**src/core/cdl_pkg.sv**
```systemverilog
// Shared constants and types for the two-codec digital sample path.
package cdl_pkg;

	localparam int CDL_NUM_CODECS = 2;
	localparam int CDL_WORD_W = 16;
	localparam int CDL_BUS_W = 32;
	localparam int CDL_ADDR_W = 8;
	localparam int CDL_CTRL_W = 9;
	localparam int CDL_HTRANS_ACTIVE_BIT = 1;

	// Register map, byte addresses; codec n sits at n * stride.
	localparam logic [7:0] CDL_CODEC_STRIDE = 8'h10;
	localparam logic [7:0] CDL_OFF_CTRL = 8'h00;
	localparam logic [7:0] CDL_OFF_RESULT = 8'h04;
	localparam logic [7:0] CDL_OFF_DAC = 8'h08;
	localparam logic [7:0] CDL_OFF_STATUS = 8'h0c;
	localparam logic [7:0] CDL_OFF_CHAN = 8'h20;

	localparam int CDL_STAT_READY_BIT = 0;
	localparam int CDL_STAT_OVR_BIT = 1;

	// Sample rate codes.
	localparam logic [1:0] CDL_RATE_48K = 2'h0;
	localparam logic [1:0] CDL_RATE_44K1 = 2'h1;
	localparam logic [1:0] CDL_RATE_8K = 2'h2;
	localparam logic [1:0] CDL_RATE_16K = 2'h3;

	// Microphone gain steps 0..5 are 0 dB to 30.10 dB in 6.02 dB steps.
	localparam logic [2:0] CDL_GAIN_MAX = 3'h5;

	// Channel mix codes for the processing path.
	localparam logic [1:0] CDL_CHAN_4X8 = 2'h0;
	localparam logic [1:0] CDL_CHAN_2X16 = 2'h1;
	localparam logic [1:0] CDL_CHAN_2X8_1X16 = 2'h2;
	localparam logic [1:0] CDL_CHAN_BAD = 2'h3;

	// Control word, laid out as in the control register from bit 8 down.
	typedef struct packed {
		logic par_lb;
		logic dig_lb;
		logic pd;
		logic [2:0] gain;
		logic line_mode;
		logic [1:0] rate;
	} cdl_ctrl_s;

	localparam cdl_ctrl_s CDL_CTRL_RST = '0;

	typedef struct packed {
		logic valid;
		logic [CDL_WORD_W-1:0] word;
	} cdl_word_s;

	typedef enum logic {
		CDL_SER_IDLE,
		CDL_SER_SHIFT
	} cdl_ser_e;

endpackage

```
**src/core/cdl_codec_path.sv**
```systemverilog
// One codec's digital path: result word, DAC serializer, loopbacks.
`timescale 1ns/1ps
module cdl_codec_path
	import cdl_pkg::*;
(
	input wire logic core_clk,
	input wire logic rst,
	input wire logic ce,
	input cdl_ctrl_s ctrl,
	input cdl_word_s dac_in,
	input cdl_word_s adc_in,
	input wire logic adc_pdm_bit,
	input wire logic dac_mod_pdm_bit,
	input wire logic ser_load,
	output logic [CDL_WORD_W-1:0] result_q,
	output logic result_evt,
	output logic ser_bit,
	output logic ser_valid,
	output logic recon_pdm_q
);

	localparam int CNT_W = $clog2(CDL_WORD_W);
	localparam logic [CDL_WORD_W-1:0] MOST_NEG = {1'b1, {(CDL_WORD_W-1){1'b0}}};
	localparam logic [CDL_WORD_W-1:0] NEG_FS = MOST_NEG + 1'b1;
	localparam logic [CNT_W-1:0] SER_LAST = CNT_W'(CDL_WORD_W - 1);
	localparam logic [CNT_W:0] RUN_FULL = (CNT_W+1)'(CDL_WORD_W);

	logic [CDL_WORD_W-1:0] dac_q;
	logic [CDL_WORD_W-1:0] par_q;
	logic [CDL_WORD_W-1:0] shift_q;
	logic [CNT_W-1:0] cnt_q;
	cdl_ser_e state_q;
	cdl_ser_e state_d;
	logic [CNT_W:0] run_q;

	// parallel loop wins
	wire par_on = ctrl.par_lb & ~ctrl.pd;
	wire dig_on = ctrl.dig_lb & ~ctrl.par_lb & ~ctrl.pd;
	// symmetric full scale
	wire [CDL_WORD_W-1:0] adc_sat = (adc_in.word == MOST_NEG) ? NEG_FS : adc_in.word;
	// written word returned
	wire res_load = ~ctrl.pd & (dig_on ? dac_in.valid : adc_in.valid);
	wire [CDL_WORD_W-1:0] res_src = dig_on ? dac_in.word : adc_sat;
	// writes dropped in loop
	wire dac_take = dac_in.valid & ~par_on & ~ctrl.pd;
	// decimated word to interpolator
	wire [CDL_WORD_W-1:0] ser_src = par_on ? par_q : dac_q;
	wire ser_start = ser_load & ~ctrl.pd & (state_q == CDL_SER_IDLE);
	wire ser_end = (state_q == CDL_SER_SHIFT) && (cnt_q == SER_LAST);
	// modulator bits to filter
	wire recon_d = dig_on ? adc_pdm_bit : dac_mod_pdm_bit;

	assign result_evt = res_load & ce;
	assign ser_bit = shift_q[CDL_WORD_W-1];
	assign ser_valid = (state_q == CDL_SER_SHIFT);

	always_comb begin
		state_d = state_q;
		case (state_q)
			CDL_SER_IDLE: if (ser_start) state_d = CDL_SER_SHIFT;
			CDL_SER_SHIFT: if (ser_end) state_d = CDL_SER_IDLE;
			default: state_d = CDL_SER_IDLE;
		endcase
	end

	always_ff @(posedge core_clk) begin
		if (rst) begin
			result_q <= '0;
			dac_q <= '0;
			par_q <= '0;
			recon_pdm_q <= 1'b0;
		end else if (ce) begin
			if (res_load) result_q <= res_src;
			if (dac_take) dac_q <= dac_in.word;
			if (adc_in.valid && !ctrl.pd) par_q <= adc_sat;
			recon_pdm_q <= recon_d;
		end
	end

	// serialize DAC word
	always_ff @(posedge core_clk) begin
		if (rst) begin
			state_q <= CDL_SER_IDLE;
			shift_q <= '0;
			cnt_q <= '0;
		end else if (ce) begin
			state_q <= state_d;
			if (ser_start) begin
				shift_q <= ser_src;
				cnt_q <= '0;
			end else if (ser_valid) begin
				shift_q <= {shift_q[CDL_WORD_W-2:0], 1'b0};
				cnt_q <= cnt_q + 1'b1;
			end
		end
	end

	// Independent count of shift cycles, so the length check does not
	// lean on the serializer's own counter.
	always_ff @(posedge core_clk) begin
		if (rst) run_q <= '0;
		else if (ce) run_q <= ser_valid ? run_q + 1'b1 : '0;
	end

	a_recon_pdm_src: assert property (@(posedge core_clk) disable iff (rst)
		ce |=> recon_pdm_q ==
		($past(ctrl.dig_lb & ~ctrl.par_lb & ~ctrl.pd) ?
		$past(adc_pdm_bit) : $past(dac_mod_pdm_bit)))
		else $error("reconstruction bit from wrong source");
	a_dig_loop_word: assert property (@(posedge core_clk) disable iff (rst)
		(ce && dig_on && dac_in.valid) |=> result_q == $past(dac_in.word))
		else $error("loopback word not returned");
	a_par_loop_feed: assert property (@(posedge core_clk) disable iff (rst)
		(ce && ser_start && par_on) |=> shift_q == $past(par_q))
		else $error("parallel loop word not fed");
	a_par_dac_drop: assert property (@(posedge core_clk) disable iff (rst)
		(ce && par_on && dac_in.valid) |=> $stable(dac_q))
		else $error("DAC write kept in parallel loop");
	a_adc_sat_range: assert property (@(posedge core_clk) disable iff (rst)
		(ce && res_load && !dig_on) |=> result_q != MOST_NEG)
		else $error("result word below negative full scale");
	a_loop_priority: assert property (@(posedge core_clk) disable iff (rst)
		(ce && ctrl.par_lb && ctrl.dig_lb && !ctrl.pd && adc_in.valid)
		|=> result_q == $past(adc_sat))
		else $error("digital loop overrode parallel loop");
	a_ser_word_start: assert property (@(posedge core_clk)
		disable iff (rst) (ce && ser_start) |=> ser_valid && cnt_q == '0)
		else $error("serializer did not start");
	a_ser_word_len: assert property (@(posedge core_clk)
		disable iff (rst) $fell(ser_valid) |-> run_q == RUN_FULL)
		else $error("serializer length wrong");

endmodule

```
**src/core/cdl_codec_top.sv**
```systemverilog
// Register front end over AHB-Lite and the two codec digital paths.
`timescale 1ns/1ps
// Notes on behaviour
// ADC result readable as 16-bit word.
// DAC words serialized toward interpolation.
// Rate selectable: 48, 44.1, 8, 16 kHz.
// Digital loop: ADC bits to reconstruction.
// Digital loop returns written DAC word.
// Parallel loop: decimator word to interpolator.
// Parallel loop: result readable, writes dropped.
// Each codec powers down on its own.
// Results two's complement, plus/minus 32767. The digital loop returns a written 16'h8000 unchanged.
// Input buffer: microphone or line mode.
// Microphone gain has six steps.
// Channel mix limited to three layouts.
// Parallel loop beats digital loop.
module cdl_codec_top
	import cdl_pkg::*;
#(
	parameter int NUM_CODECS = CDL_NUM_CODECS
)(
	input wire logic core_clk,
	input wire logic rst,
	input wire logic ce,
	input wire logic hsel,
	input wire logic [31:0] haddr,
	input wire logic [1:0] htrans,
	input wire logic hwrite,
	input wire logic [2:0] hsize,
	input wire logic [CDL_BUS_W-1:0] hwdata,
	input wire logic hready,
	output logic hreadyout,
	output logic [CDL_BUS_W-1:0] hrdata,
	output logic hresp,
	input cdl_word_s adc_dec_in [NUM_CODECS],
	input wire logic [NUM_CODECS-1:0] adc_pdm_bit,
	input wire logic [NUM_CODECS-1:0] dac_mod_pdm_bit,
	input wire logic [NUM_CODECS-1:0] ser_load,
	output logic [NUM_CODECS-1:0] ser_bit,
	output logic [NUM_CODECS-1:0] ser_valid,
	output logic [NUM_CODECS-1:0] recon_pdm_bit,
	output cdl_ctrl_s codec_ctrl [NUM_CODECS],
	output logic [1:0] chan_cfg
);

	// ****************************************
	// Bus slave
	// ****************************************

	function automatic logic reg_hit(input logic [CDL_ADDR_W-1:0] a,
		input int c, input logic [7:0] off);
		return a == CDL_ADDR_W'(c * CDL_CODEC_STRIDE + off);
	endfunction

	logic wr_pend_q;
	logic [CDL_ADDR_W-1:0] wr_addr_q;
	logic [CDL_BUS_W-1:0] hrdata_q;
	logic [1:0] chan_q;
	logic [CDL_BUS_W-1:0] rd_any;
	logic [CDL_BUS_W-1:0] codec_rd [NUM_CODECS];
	cdl_ctrl_s ctrl_q [NUM_CODECS];
	logic [NUM_CODECS-1:0] ready_q;
	logic [NUM_CODECS-1:0] ovr_q;
	logic [NUM_CODECS-1:0] evt;

	wire [CDL_ADDR_W-1:0] a_addr = haddr[CDL_ADDR_W-1:0];
	wire addr_req = hsel & htrans[CDL_HTRANS_ACTIVE_BIT];
	// A read right behind a write waits one cycle so it sees the new value.
	wire rd_hazard = wr_pend_q & addr_req & ~hwrite;
	wire addr_take = addr_req & hready & ce;
	wire rd_take = addr_take & ~hwrite;
	wire wr_do = wr_pend_q & ce;
	wire chan_wr = wr_do & (wr_addr_q == CDL_OFF_CHAN);
	wire [1:0] chan_new = hwdata[1:0];
	wire chan_rd = a_addr == CDL_OFF_CHAN;
	wire cdl_ctrl_s wr_raw = cdl_ctrl_s'(hwdata[CDL_CTRL_W-1:0]);
	wire gain_over = wr_raw.gain > CDL_GAIN_MAX;
	wire [2:0] wr_gain = gain_over ? CDL_GAIN_MAX : wr_raw.gain;

	assign hreadyout = ce & ~rd_hazard;
	assign hresp = 1'b0;
	assign hrdata = hrdata_q;
	assign chan_cfg = chan_q;

	always_ff @(posedge core_clk) begin
		if (rst) begin
			wr_pend_q <= 1'b0;
			wr_addr_q <= '0;
		end else if (ce) begin
			wr_pend_q <= addr_take & hwrite;
			if (addr_take) wr_addr_q <= a_addr;
		end
	end

	always_comb begin
		rd_any = chan_rd ? {{(CDL_BUS_W-2){1'b0}}, chan_q} : '0;
		for (int i = 0; i < NUM_CODECS; i++) begin
			rd_any = rd_any | codec_rd[i];
		end
	end

	always_ff @(posedge core_clk) begin
		if (rst) hrdata_q <= '0;
		else if (rd_take) hrdata_q <= rd_any;
	end

	// illegal mix ignored
	always_ff @(posedge core_clk) begin
		if (rst) chan_q <= CDL_CHAN_4X8;
		else if (chan_wr && chan_new != CDL_CHAN_BAD) chan_q <= chan_new;
	end

	// ****************************************
	// Per-codec registers and paths
	// ****************************************

	generate
		for (genvar i = 0; i < NUM_CODECS; i++) begin : g_codec
			cdl_ctrl_s ctrl_new;
			cdl_word_s dac_wr;
			wire ctrl_wr = wr_do & reg_hit(wr_addr_q, i, CDL_OFF_CTRL);
			wire dac_hit = wr_do & reg_hit(wr_addr_q, i, CDL_OFF_DAC);
			wire stat_wr = wr_do & reg_hit(wr_addr_q, i, CDL_OFF_STATUS);
			wire res_rd = rd_take & reg_hit(a_addr, i, CDL_OFF_RESULT);
			wire ovr_clr = stat_wr & hwdata[CDL_STAT_OVR_BIT];
			wire [CDL_WORD_W-1:0] res_word;
			// fresh word flags
			wire ready_d = evt[i] | (ready_q[i] & ~res_rd);
			wire ovr_d = (evt[i] & ready_q[i] & ~res_rd) |
				(ovr_q[i] & ~ovr_clr);

			// gain clamped to six steps
			assign ctrl_new = '{par_lb: wr_raw.par_lb,
				dig_lb: wr_raw.dig_lb, pd: wr_raw.pd, gain: wr_gain,
				line_mode: wr_raw.line_mode, rate: wr_raw.rate};
			assign dac_wr = '{valid: dac_hit, word: hwdata[CDL_WORD_W-1:0]};
			assign codec_ctrl[i] = ctrl_q[i];
			assign codec_rd[i] =
				(reg_hit(a_addr, i, CDL_OFF_CTRL) ?
					{{(CDL_BUS_W-CDL_CTRL_W){1'b0}}, ctrl_q[i]} : '0) |
				(reg_hit(a_addr, i, CDL_OFF_RESULT) ?
					{{(CDL_BUS_W-CDL_WORD_W){1'b0}}, res_word} : '0) |
				(reg_hit(a_addr, i, CDL_OFF_STATUS) ?
					{{(CDL_BUS_W-2){1'b0}}, ovr_q[i], ready_q[i]} : '0);

			// buffer mode stored
			// rate, mode, power-down
			always_ff @(posedge core_clk) begin
				if (rst) ctrl_q[i] <= CDL_CTRL_RST;
				else if (ctrl_wr) ctrl_q[i] <= ctrl_new;
			end

			// set wins over clear
			always_ff @(posedge core_clk) begin
				if (rst) begin
					ready_q[i] <= 1'b0;
					ovr_q[i] <= 1'b0;
				end else if (ce) begin
					ready_q[i] <= ready_d;
					ovr_q[i] <= ovr_d;
				end
			end

			// power-down per codec
			cdl_codec_path u_path (
				.core_clk(core_clk),
				.rst(rst),
				.ce(ce),
				.ctrl(ctrl_q[i]),
				.dac_in(dac_wr),
				.adc_in(adc_dec_in[i]),
				.adc_pdm_bit(adc_pdm_bit[i]),
				.dac_mod_pdm_bit(dac_mod_pdm_bit[i]),
				.ser_load(ser_load[i]),
				.result_q(res_word),
				.result_evt(evt[i]),
				.ser_bit(ser_bit[i]),
				.ser_valid(ser_valid[i]),
				.recon_pdm_q(recon_pdm_bit[i])
			);

			a_result_flag_set: assert property (@(posedge core_clk)
				disable iff (rst) evt[i] |=> ready_q[i])
				else $error("result flag not set by new word");
			a_ctrl_write_take: assert property (@(posedge core_clk)
				disable iff (rst) ctrl_wr |=> ctrl_q[i].rate ==
				$past(wr_raw.rate) && codec_ctrl[i].pd == $past(wr_raw.pd)
				&& ctrl_q[i].line_mode == $past(wr_raw.line_mode))
				else $error("control write not applied");
			a_gain_step_max: assert property (@(posedge core_clk)
				disable iff (rst) ctrl_q[i].gain <= CDL_GAIN_MAX)
				else $error("gain step out of range");
			a_pd_freezes_res: assert property (@(posedge core_clk)
				disable iff (rst) ctrl_q[i].pd && !ctrl_wr |=> !evt[i])
				else $error("powered-down codec produced a word");
			c_dig_loop: cover property (@(posedge core_clk)
				ctrl_q[i].dig_lb && dac_hit && !ctrl_q[i].par_lb);
			c_par_loop: cover property (@(posedge core_clk)
				ctrl_q[i].par_lb && adc_dec_in[i].valid && ser_load[i]);
			c_overrun: cover property (@(posedge core_clk) ovr_q[i]);
		end
	endgenerate

	a_chan_mix_legal: assert property (@(posedge core_clk)
		disable iff (rst) chan_q != CDL_CHAN_BAD)
		else $error("illegal channel mix stored");

endmodule

```
**config.mk**
```make
export PLATFORM = sky130hd
export DESIGN_NAME = cdl_codec_top
export DESIGN_NICKNAME = d
export VERILOG_FILES = /design/src/core/cdl_pkg.sv /design/src/core/cdl_codec_path.sv /design/src/core/cdl_codec_top.sv
export SDC_FILE = /design/constraint.sdc
export NUM_CORES = 1
export LEC_CHECK = 0
export BUFFER_PORTS_ARGS = -buffer_cell sky130_fd_sc_hd__buf_2
export CAP_MARGIN = 20
export CORE_MARGIN = 1.5
export CORE_UTILIZATION = 44
export CTS_BUF_LIST = sky130_fd_sc_hd__clkbuf_8
export DETAILED_ROUTE_END_ITERATION = 10
export PLACE_DENSITY_LB_ADDON = 0.1
export SLEW_MARGIN = 20
export SYNTH_ARGS = -nofsm -noshare
export SYNTH_HDL_FRONTEND = slang
export SYNTH_SLANG_ARGS = --single-unit
```
**constraint.sdc**
```tcl
create_clock -name core_clk -period 2.1 [get_ports core_clk]
set_input_delay 0.42 -clock core_clk [delete_from_list [all_inputs] [get_ports core_clk]]
set_output_delay 0.42 -clock core_clk [all_outputs]
set_load 0.02 [all_outputs]
```
# Word-level counts from Yosys, hierarchy flattened
# Memories as Yosys holds them, arrays and structs flattened.
# Cells that the tools add are included.
[classes]
addsub = 2
order_cmp = 1
n_eq_ne = 17
muxes = 42
bitwise_logic = 72
n_reduce_logical = 20
[ops]
columns = ["operator", "count"]
rows = [
  ["$mux W16", 12],
  ["$eq A8 B5 Y1 const B", 6],
  ["$and A1 B1 Y1", 46],
  ["$mux W9", 4],
  ["$eq A16 B16 Y1 const B", 2],
  ["$or A16 B2 Y16", 2],
  ["$or A2 B32 Y32", 1],
  ["$or A32 B32 Y32", 1],
  ["$or A9 B16 Y16", 2],
  ["$eq A8 B4 Y1 const B", 3],
  ["$reduce_and A2 Y1", 9],
  ["$eq A8 B6 Y1 const B", 2],
  ["$logic_not A8 Y1", 2],
  ["$mux W1", 16],
  ["$mux W4", 4],
  ["$not A1 Y1", 14],
  ["$add A4 B1 Y4 const B", 2],
  ["$eq A4 B4 Y1 const B", 2],
  ["$eq A8 B3 Y1 const B", 1],
  ["$mux W2", 3],
  ["$or A1 B1 Y1", 6],
  ["$logic_and A1 B1 Y1", 5],
  ["$pmux W1 S2", 2],
  ["$reduce_bool A2 Y1", 2],
  ["4 further kinds", 5],
]
[word_totals]
regBits = 187
ram_bits = 18
out_inout_bits = 60
elab_cells = 177
memories = 1
[mem_list]
columns = ["memory", "words", "width", "read_ports", "rd_clocked_by_memory_dff", "write_ports", "line", "rtl"]
rows = [
  ["ctrl_q", 2, 9, 2, 0, 2, "cdl_codec_top.sv:61", "cdl_ctrl_s ctrl_q [NUM_CODECS];"],
]

# Depth between registers and ports, before layout
# Gate-level depths: netlist (run 1).
# An unclocked memory read counts as a cell.
[depth]
depth_word = 10
ltp_mapped = 8
mapped_depth_nobuf = 4

# Modules after synthesis
# Synthesis (run 1) repeated with hierarchy kept, for this count alone.
[unflattened]
cells_unflattened = 969
hier_area_um2 = 8722.1
[modules_own_cells]
columns = ["mod", "n_inst", "cells_per_inst", "area_each_um2"]
rows = [
  ["cdl_codec_path", 2, 360, 3136.8],
  ["cdl_codec_top", 1, 249, 2448.6],
]

# Worst setup path after synthesis (run 1)
# Ideal clock, no wire load.
[synth_path]
path_type = "flip-flop to flip-flop"
from = "mem ctrl_q[0][6] (netlist bit)"
to = "reg g_codec[0].u_path.result_q[10]"
setup_ns = 0.121
arrival_ns = 1.988
t_required_ns = 1.979
path_slack_ns = -0.009
stages_incl_launch_ff = 9
synth_period_minus_slack_ns = 2.109
path_cell_list = "edfxtp_1 -> buf_6 -> nor3b_2 -> buf_6 -> nand4_1 -> a211o_1 -> buf_6 -> buf_6 -> mux2_4"
[synth_lines]
columns = ["element", "line", "rtl"]
rows = [
  ["from (decl)", "cdl_codec_top.sv:61", ""],
  ["to (signal assigned)", "cdl_codec_path.sv:73", "if (res_load) result_q <= res_src;"],
  ["to (decl)", "cdl_codec_path.sv:15", "output logic [CDL_WORD_W-1:0] result_q,"],
]

# Worst setup path in the final report (run 1)
[layout_path]
from = "reg wr_addr_q[0]"
to = "reg chan_q[0], in the netlist chan_cfg[0]"
[layout_between]
elab_chain_len = 3
[layout_rtl]
columns = ["element", "line", "rtl"]
rows = [
  ["from (decl)", "cdl_codec_top.sv:56", "logic [CDL_ADDR_W-1:0] wr_addr_q;"],
  ["from (signal assigned)", "cdl_codec_top.sv:91", "if (addr_take) wr_addr_q <= a_addr;"],
  ["$eq A8 B6 Y1", "cdl_codec_top.sv:73", "wire chan_wr = wr_do & (wr_addr_q == CDL_OFF_CHAN);"],
  ["$and A1 B1 Y1", "cdl_codec_top.sv:73", ""],
  ["$logic_and A1 B1 Y1", "cdl_codec_top.sv:110", "else if (chan_wr && chan_new != CDL_CHAN_BAD) chan_q <= chan_new;"],
  ["to (signal assigned)", "cdl_codec_top.sv:110", ""],
  ["to (decl)", "cdl_codec_top.sv:58", "logic [1:0] chan_q;"],
]
# Every way passes these cells.
# A chain may end at the register's enable or synchronous reset.

==> impl_results.md, run 1 <==
- Maximum number of pins on one net before global-route repair: 51
- DRC marker count from the first detailed-route iteration: 503
- Input/output buffers: 113
- Arrival time of the worst setup path: 2.37 ns
- Setup CP Type: reg -> reg
- Total global routing track utilization: 0.245
- Timing-limited maximum frequency: 501 MHz
- Power density cells: 698 nW/um^2
- Number of endpoints with negative hold slack in the final report: 0
- Via-per-instance ratio: 5.47
- Maximum vdd ir drop: 0.000414 V
- Number of global-route vias before repair: 6928
- Post-route ant nets: 0
- Wire length of the first global-routing pass: 38.5 mm
- Biggest area consumer among synthesized cells: sky130_fd_sc_hd__dfxtp_1
- Antenna Diode Count: 0
- Placer congestion estimate: 0.885
- Top post-synthesis cells by area: sky130_fd_sc_hd__dfxtp_1, sky130_fd_sc_hd__mux2i_1, sky130_fd_sc_hd__nand2_1, sky130_fd_sc_hd__edfxtp_1, sky130_fd_sc_hd__a21oi_1
- Maximum clock insertion buffer count: 2
- Area enclosed by the die boundary: 20900 sq um
- Worst slew margin: 0.617
- Reported max-cap violation count: 0
- Critical path launch point: wr_addr_q[0]
- Depth of the worst hold-timing path: 2
- Source of the worst register-to-register timing path: wr_addr_q[0]
- Number of clock buffers inserted by TritonCTS: 17
- DRC: 0
- Post-synthesis area per instance: 8.82 sq um
- Crit-path slowest cell: sky130_fd_sc_hd__or4_1
- TritonCTS clock tree: built
- Post-layout min period: 2.00 ns
- Height of the die: 145 um
- Instance count of the mapped netlist: 1001
- Layout net count: 1223
- Worst-margin pin slew: 0.573 ns
- Total global routing overflow: 0
- Floorplan Core Area: 19600 sq um
- Worst Path Max Fanout: 6
- Final Cycle Share: 0.951
- Yosys reg bits: 189
- Root cell of the clock tree: sky130_fd_sc_hd__clkbuf_8
- Clock network latency to the later pin of the worst-skew pair: 0.47 ns
- Data required time at the worst endpoint: 2.48 ns
- Sequential cell area fraction in the yosys report: 0.449
- Cell breakdown of the critical path: or4_1, or4_4, o221a_1
- FF-to-FF path depth: 3
- Top-level port count: 175
- Kind of launch point of the worst setup path: flop
- CTS Hold Buffers Added: 0
- Avg WL per Cell: 18.1 um
- Commonest non-fill, non-tap cell in the layout: sky130_fd_sc_hd__dfxtp_1
- Setup crit end: chan_cfg[0]
- Dominant delay contributor by cell family on the critical path: simple AND/OR/NAND/NOR gates
- Most frequent cells in the layout: sky130_fd_sc_hd__dfxtp_1, sky130_fd_sc_hd__nand2_1, sky130_fd_sc_hd__buf_2
- Final routed wirelength across all metal layers: 25.1 mm
- Run status: completed
- Number of gates given a new drive strength after cts: 0
- Routed via count: 7577
- Half-perimeter wire length after placement: 18.0 mm
- End of the worst register-to-register path: chan_cfg[0]
- Delay of the slowest cell on the worst path: 0.73 ns
- Setup Skew: 0.0109 ns
- Number of unique standard cell types used by synthesis: 62
- Buffer count from post-CTS setup fixing: 0
- Total Power Consumption: 7150 uW
- Number of cells after detailed placement: 1352
- Max Slew Vio Count: 0
- Syn-to-layout area delta: 15.9%
- Antenna violations before repair: 0
- Number of fill cells in the layout: 1935
- Yosys synthesis warning count: 0
- CTS H-Tree Depth: 4
- Sort of element at the end of the critical path: flop
- Placement Rows: 51
- Proportion of layout cells with a drive suffix above 1: 0.211
- DR pass1 iterations: 5
- # clock sinks: 189
- Static leakage: 0.00398 uW
- Worst-case register-to-register setup slack: 0.10 ns
- Area share of the largest cell type after synthesis: 0.388
- HP Class: in -> reg
- Finished layout cell area: 10200 sq um
- Final non-filler cell total: 1384
- Netlist Area Pre-Place: 8830 sq um
- Clock edge transition at the registers on the reported setup and hold paths: 0.10 ns
- Initial Util: 0.451
- Buffers and inverters on the worst path: 0
- Summed negative setup slack over all endpoints: 0 ns
- Total of endpoints with negative setup slack in the final report: 0
- RSZ-0062 raised after global routing: false
- Main flop type after synthesis: sky130_fd_sc_hd__dfxtp_1
- Die Span X: 145 um
- EDFF count, synth: 18
- Proportion of synthesized flip-flops having asynchronous set or reset: 0
- Stages on the worst setup path: 3
- Total cell area at the placement stage: 9820 sq um
synthesized netlist by cell type, drive strengths merged (5+ instances only):
library cell  instances
a211o                31
a211oi                6
a21oi                98
a22oi                22
a311oi               18
and2                  9
and3                 10
and4                  5
buf                  50
clkbuf               52
dfxtp               171
edfxtp               18
inv                  12
mux2                 18
mux2i                65
nand2               170
nand4                 8
nor2                 88
nor2b                23
nor3                 21
nor3b                 7
nor4                 11
nor4b                 5
o211ai                6
o21ai                28
o32a                  6
per-layer routing:
layer	global-route usage	wire length, um	vias to the layer above	part of all wire
met3	0.0365	1190	39	0.048
met2	0.397	12000	216	0.48
met4	0.0941	524	0	0.021
li1	-	-	3727	-
met1	0.329	11400	3595	0.45
met5	0	0	-	0
how the worst min path moves through the flow:
stage | startpoint | endpoint | slack, ns
after floorplan | g_codec[0].u_path.dac_q[0] | g_codec[0].u_path.dac_q[0] | 0.43
after global placement | g_codec[0].u_path.dac_q[15] | g_codec[0].u_path.dac_q[15] | 0.44
after detailed placement | g_codec[0].u_path.dac_q[3] | g_codec[0].u_path.dac_q[3] | 0.44
after CTS | rst | wr_addr_q[2] | 0.12
after global routing | rst | wr_addr_q[2] | 0.13
final | rst | wr_addr_q[2] | 0.14
through the flow:
step	util	hold WS (ns)	setup slack, ns
global placement	0.501	0.437	0.107
global route	0.523	0.131	0.0150
floorplan	-	0.429	0.00587
CTS	0.523	0.121	0.114
finish	0.523	0.144	0.102
detailed placement	0.501	0.443	0.106
final cells by class:
cell class,count,area (sq um),area share
Clock buffer,18,248,0.0242
Inverter,12,45.0,0.00440
Sequential cell,189,3960,0.387
Multi-Input combinational cell,714,4390,0.429
Tap cell,265,332,0.0324
Timing Repair Buffer,172,1090,0.106
Clock inverter,14,165,0.0161
where the power goes:
group,internal [uW],switching (uW)
sequential,3730,66.3
combinational,287,508
clock,1210,1340
total,5230,1920
state kept, by name (all words and copies together), names as in the netlist, 8 cells and up:
signal / cells
g_codec.u_path.result_q: 32
g_codec.u_path.cnt_q: 8
g_codec.u_path.par_q: 32
wr_addr_q: 8
ctrl_q: 18
hrdata: 16
g_codec.u_path.dac_q: 32
g_codec.u_path.shift_q: 32
kinds of logic (layout without fill, tap and decap cells):
logic type | after synthesis | count (layout) | share of synthesized area
xor gates and xnor gates | 4 | 4 | 0.00397
AOI/OAI and AO/OA | 232 | 232 | 0.173
and+or+nand+nor | 375 | 375 | 0.205
muxes | 84 | 84 | 0.102
buffers and inverters | 114 | 216 | 0.0642
other | 1 | 17 | 0.000425
adders and majority gates | 2 | 2 | 0.00283
DFF | 189 | 189 | 0.449
Power figures use the tool's default switching activity.
==> run 2, diff against run 1 <==
--- a/config.mk
+++ b/config.mk
@@ -7,10 +7,12 @@
 export LEC_CHECK = 0
 export BUFFER_PORTS_ARGS = -buffer_cell sky130_fd_sc_hd__buf_2
 export CAP_MARGIN = 20
+export CORE_ASPECT_RATIO = 0.75
 export CORE_MARGIN = 1.5
 export CORE_UTILIZATION = 44
 export CTS_BUF_LIST = sky130_fd_sc_hd__clkbuf_8
 export DETAILED_ROUTE_END_ITERATION = 10
+export GPL_ROUTABILITY_DRIVEN = 0
 export PLACE_DENSITY_LB_ADDON = 0.1
 export SLEW_MARGIN = 20
 export SYNTH_ARGS = -nofsm -noshare
==> run 2 against run 1 <==
Against the previous run:
- the flow now finishes with violations (design-rule violations)
- via count fell by 0.90%
- sequential share of layout area rose by 0.13 points
- power fell by 2.0%
- critical endpoint is now g_codec[0].u_path.result_q[15]
- combinational power rose by 1%
- critical path type unchanged
- core utilization rose by 0.098 points
- clock skew rose by 0.011 ns
==> impl_results.md, run 2 (synthesized netlist as in run 1, its figures left out) <==
- Run status: finished, violations left (was completed)
- Violated checks: design-rule violations
- CTS Hold Buffers Added: 0 (unchanged)
- Number of clock buffers inserted by TritonCTS: 17 (unchanged)
- Maximum number of pins on one net before global-route repair: 68 (was 51)
- Routed via count: 7509 (was 7577)
- Number of gates given a new drive strength after cts: 0 (unchanged)
- Post-layout min period: 1.93 ns (was 2.00 ns)
- Hold path start: hwrite (was rst)
- Worst-case register-to-register setup slack: 0.17 ns (was 0.10 ns)
- Avg WL per Cell: 18.6 um (was 18.1 um)
- Commonest non-fill, non-tap cell in the layout: sky130_fd_sc_hd__dfxtp_1 (unchanged)
- Reported max-cap violation count: 0 (unchanged)
- FF-to-FF path depth: 6 (was 3)
- Proportion of layout cells with a drive suffix above 1: 0.209 (was 0.211)
- Initial Util: 0.453 (was 0.451)
- Crit-path slowest cell: sky130_fd_sc_hd__dfxtp_1 (was sky130_fd_sc_hd__or4_1)
- Utilization after layout: 0.523 (about the same)
- Worst slew margin: 0.573 (was 0.617)
- Sort of element at the end of the critical path: flop (unchanged)
- Top-level port count: 175 (unchanged)
- Met1 wire length: 12.2 mm (was 11.4 mm)
- Met3 WL post-DR: 1.63 mm (was 1.19 mm)
- Setup CP Type: reg -> reg (unchanged)
- DRC: 9 (was 0)
- Max Slew Vio Count: 0 (unchanged)
- Total Power Consumption: 7010 uW (was 7150 uW)
- Final routed wirelength across all metal layers: 25.5 mm (was 25.1 mm)
- Root cell of the clock tree: sky130_fd_sc_hd__clkbuf_8 (unchanged)
- Clock network latency to the later pin of the worst-skew pair: 0.47 ns (about the same)
- Final Cycle Share: 0.918 (was 0.951)
- Total of endpoints with negative setup slack in the final report: 0 (unchanged)
- Area enclosed by the die boundary: 20900 sq um (about the same)
- Buffer count from post-CTS setup fixing: 0 (unchanged)
- Post-route ant nets: 0 (unchanged)
- Worst Path Max Fanout: 12 (was 6)
- Arrival time of the worst setup path: 2.29 ns (was 2.37 ns)
- Static leakage: 0.00396 uW (was 0.00398 uW)
- Worst-margin pin slew: 0.640 ns (was 0.573 ns)
- Layout net count: 1221 (was 1223)
- HP Class: in -> reg (unchanged)
- Summed negative setup slack over all endpoints: 0 ns (unchanged)
- Power density cells: 687 nW/um^2 (was 698 nW/um^2)
- Wire length of the first global-routing pass: 39.7 mm (was 38.5 mm)
- Via-per-instance ratio: 5.48 (was 5.47)
- End of the worst register-to-register path: g_codec[0].u_path.result_q[15] (was chan_cfg[0])
- Maximum clock insertion buffer count: 2 (unchanged)
- Number of global-route vias before repair: 6902 (was 6928)
- Routed wire length on met2: 11.3 mm (was 12.0 mm)
- CTS H-Tree Depth: 4 (unchanged)
- RSZ-0062 raised after global routing: false (unchanged)
- Half-perimeter wire length after placement: 18.3 mm (was 18.0 mm)
- Hold Crit Endpoint: wr_pend_q (was wr_addr_q[2])
- Data required time at the worst endpoint: 2.46 ns (was 2.48 ns)
- Uppermost routed layer: met4 (unchanged)
- Total global routing overflow: 0 (unchanged)
- TritonCTS clock tree: built (unchanged)
- Cell breakdown of the critical path: nor4bb_1, buf_4, nand4_1, a211o_1, buf_12, mux2_4 (was or4_1, or4_4, o221a_1)
- Height of the die: 126 um (was 145 um)
- Delay of the slowest cell on the worst path: 0.42 ns (was 0.73 ns)
- Timing-limited maximum frequency: 519 MHz (was 501 MHz)
- Number of endpoints with negative hold slack in the final report: 0 (unchanged)
- Floorplan Core Area: 19500 sq um (was 19600 sq um)
- Depth of the worst hold-timing path: 3 (was 2)
- Setup Skew: 0.0223 ns (was 0.0109 ns)
- Syn-to-layout area delta: 15.5% (was 15.9%)
- Placement Rows: 44 (was 51)
- # clock sinks: 189 (unchanged)
- Total global routing track utilization: 0.247 (was 0.245)
- Die Span X: 167 um (was 145 um)
- Input/output buffers: 113 (unchanged)
- Antenna violations before repair: 0 (unchanged)
- DR pass1 iterations: 11 (was 5)
- Source of the worst register-to-register timing path: wr_pend_q (was wr_addr_q[0])
- Kind of launch point of the worst setup path: flop (unchanged)
- Antenna Diode Count: 0 (unchanged)
- DRC marker count from the first detailed-route iteration: 578 (was 503)
- Most frequent cells in the layout: sky130_fd_sc_hd__dfxtp_1, sky130_fd_sc_hd__nand2_1, sky130_fd_sc_hd__buf_2 (unchanged)
- Clock edge transition at the registers on the reported setup and hold paths: 0.11 ns (was 0.10 ns)
- Maximum vdd ir drop: 0.000405 V (was 0.000414 V)
run 2: cell types whose count changed in the layout (fill, tap and decap cells not counted), sizes merged:
cell / previous run / this run
buf: 172 / 170
bufinv: 3 / 2
clkbuf: 18 / 17
clkinv: 3 / 4
clkinvlp: 2 / 3
run 2: report_power, final:
group	switching [uW]	total, uW	internal [uW]
clock	1340	2400	1060
sequential	67.9	3800	3730
combinational	514	804	290
run 2: per-stage QoR:
stage | instance area [sq um] | std cells | hold slack [ns] | setup WS (ns)
finish | 10200 | 1370 | 0.205 | 0.172
global route | 10200 | 1370 | 0.197 | 0.0690
CTS | 10200 | 1370 | 0.178 | 0.209
detailed placement | 9820 | 1338 | 0.442 | 0.112
global placement | 9820 | 1338 | 0.436 | 0.105
floorplan | 8890 | 1017 | 0.429 | 0.00587
run 2: per-layer routing:
| layer | up-vias | track usage |
|---|---|---|
| met4 | 0 | 0.0658 |
| met5 | - | 0 |
| li1 | 3710 | - |
| met1 | 3549 | 0.356 |
| met2 | 229 | 0.385 |
| met3 | 21 | 0.0418 |
run 2: final cells by class:
type	count	area (sq um)
Timing Repair Buffer	170	1100
Clock inverter	15	150
Sequential cell	189	3960
Clock buffer	17	234
Fill cell	1894	9290
Multi-Input combinational cell	714	4390
Inverter	12	45.0
Tap cell	253	317
run 2: worst max-delay path by stage:
stage | from | end | slack (ns)
after floorplan | ctrl_q[0][6] | g_codec[0].u_path.result_q[10] | 0.006
after global placement | ce | g_codec[0].u_path.result_q[11] | 0.11
after detailed placement | ce | g_codec[0].u_path.result_q[9] | 0.11
after CTS | wr_pend_q | g_codec[0].u_path.result_q[8] | 0.21
after global routing | wr_pend_q | g_codec[0].u_path.result_q[8] | 0.07
final | wr_pend_q | g_codec[0].u_path.result_q[15] | 0.17
run 2: critical path, delay by kind of cell (launching register included):
family	cells	cell delay, ns
flops	1	0.42
buf+inv	2	0.37
compound gates	1	0.33
mux	1	0.29
simple gates	2	0.40
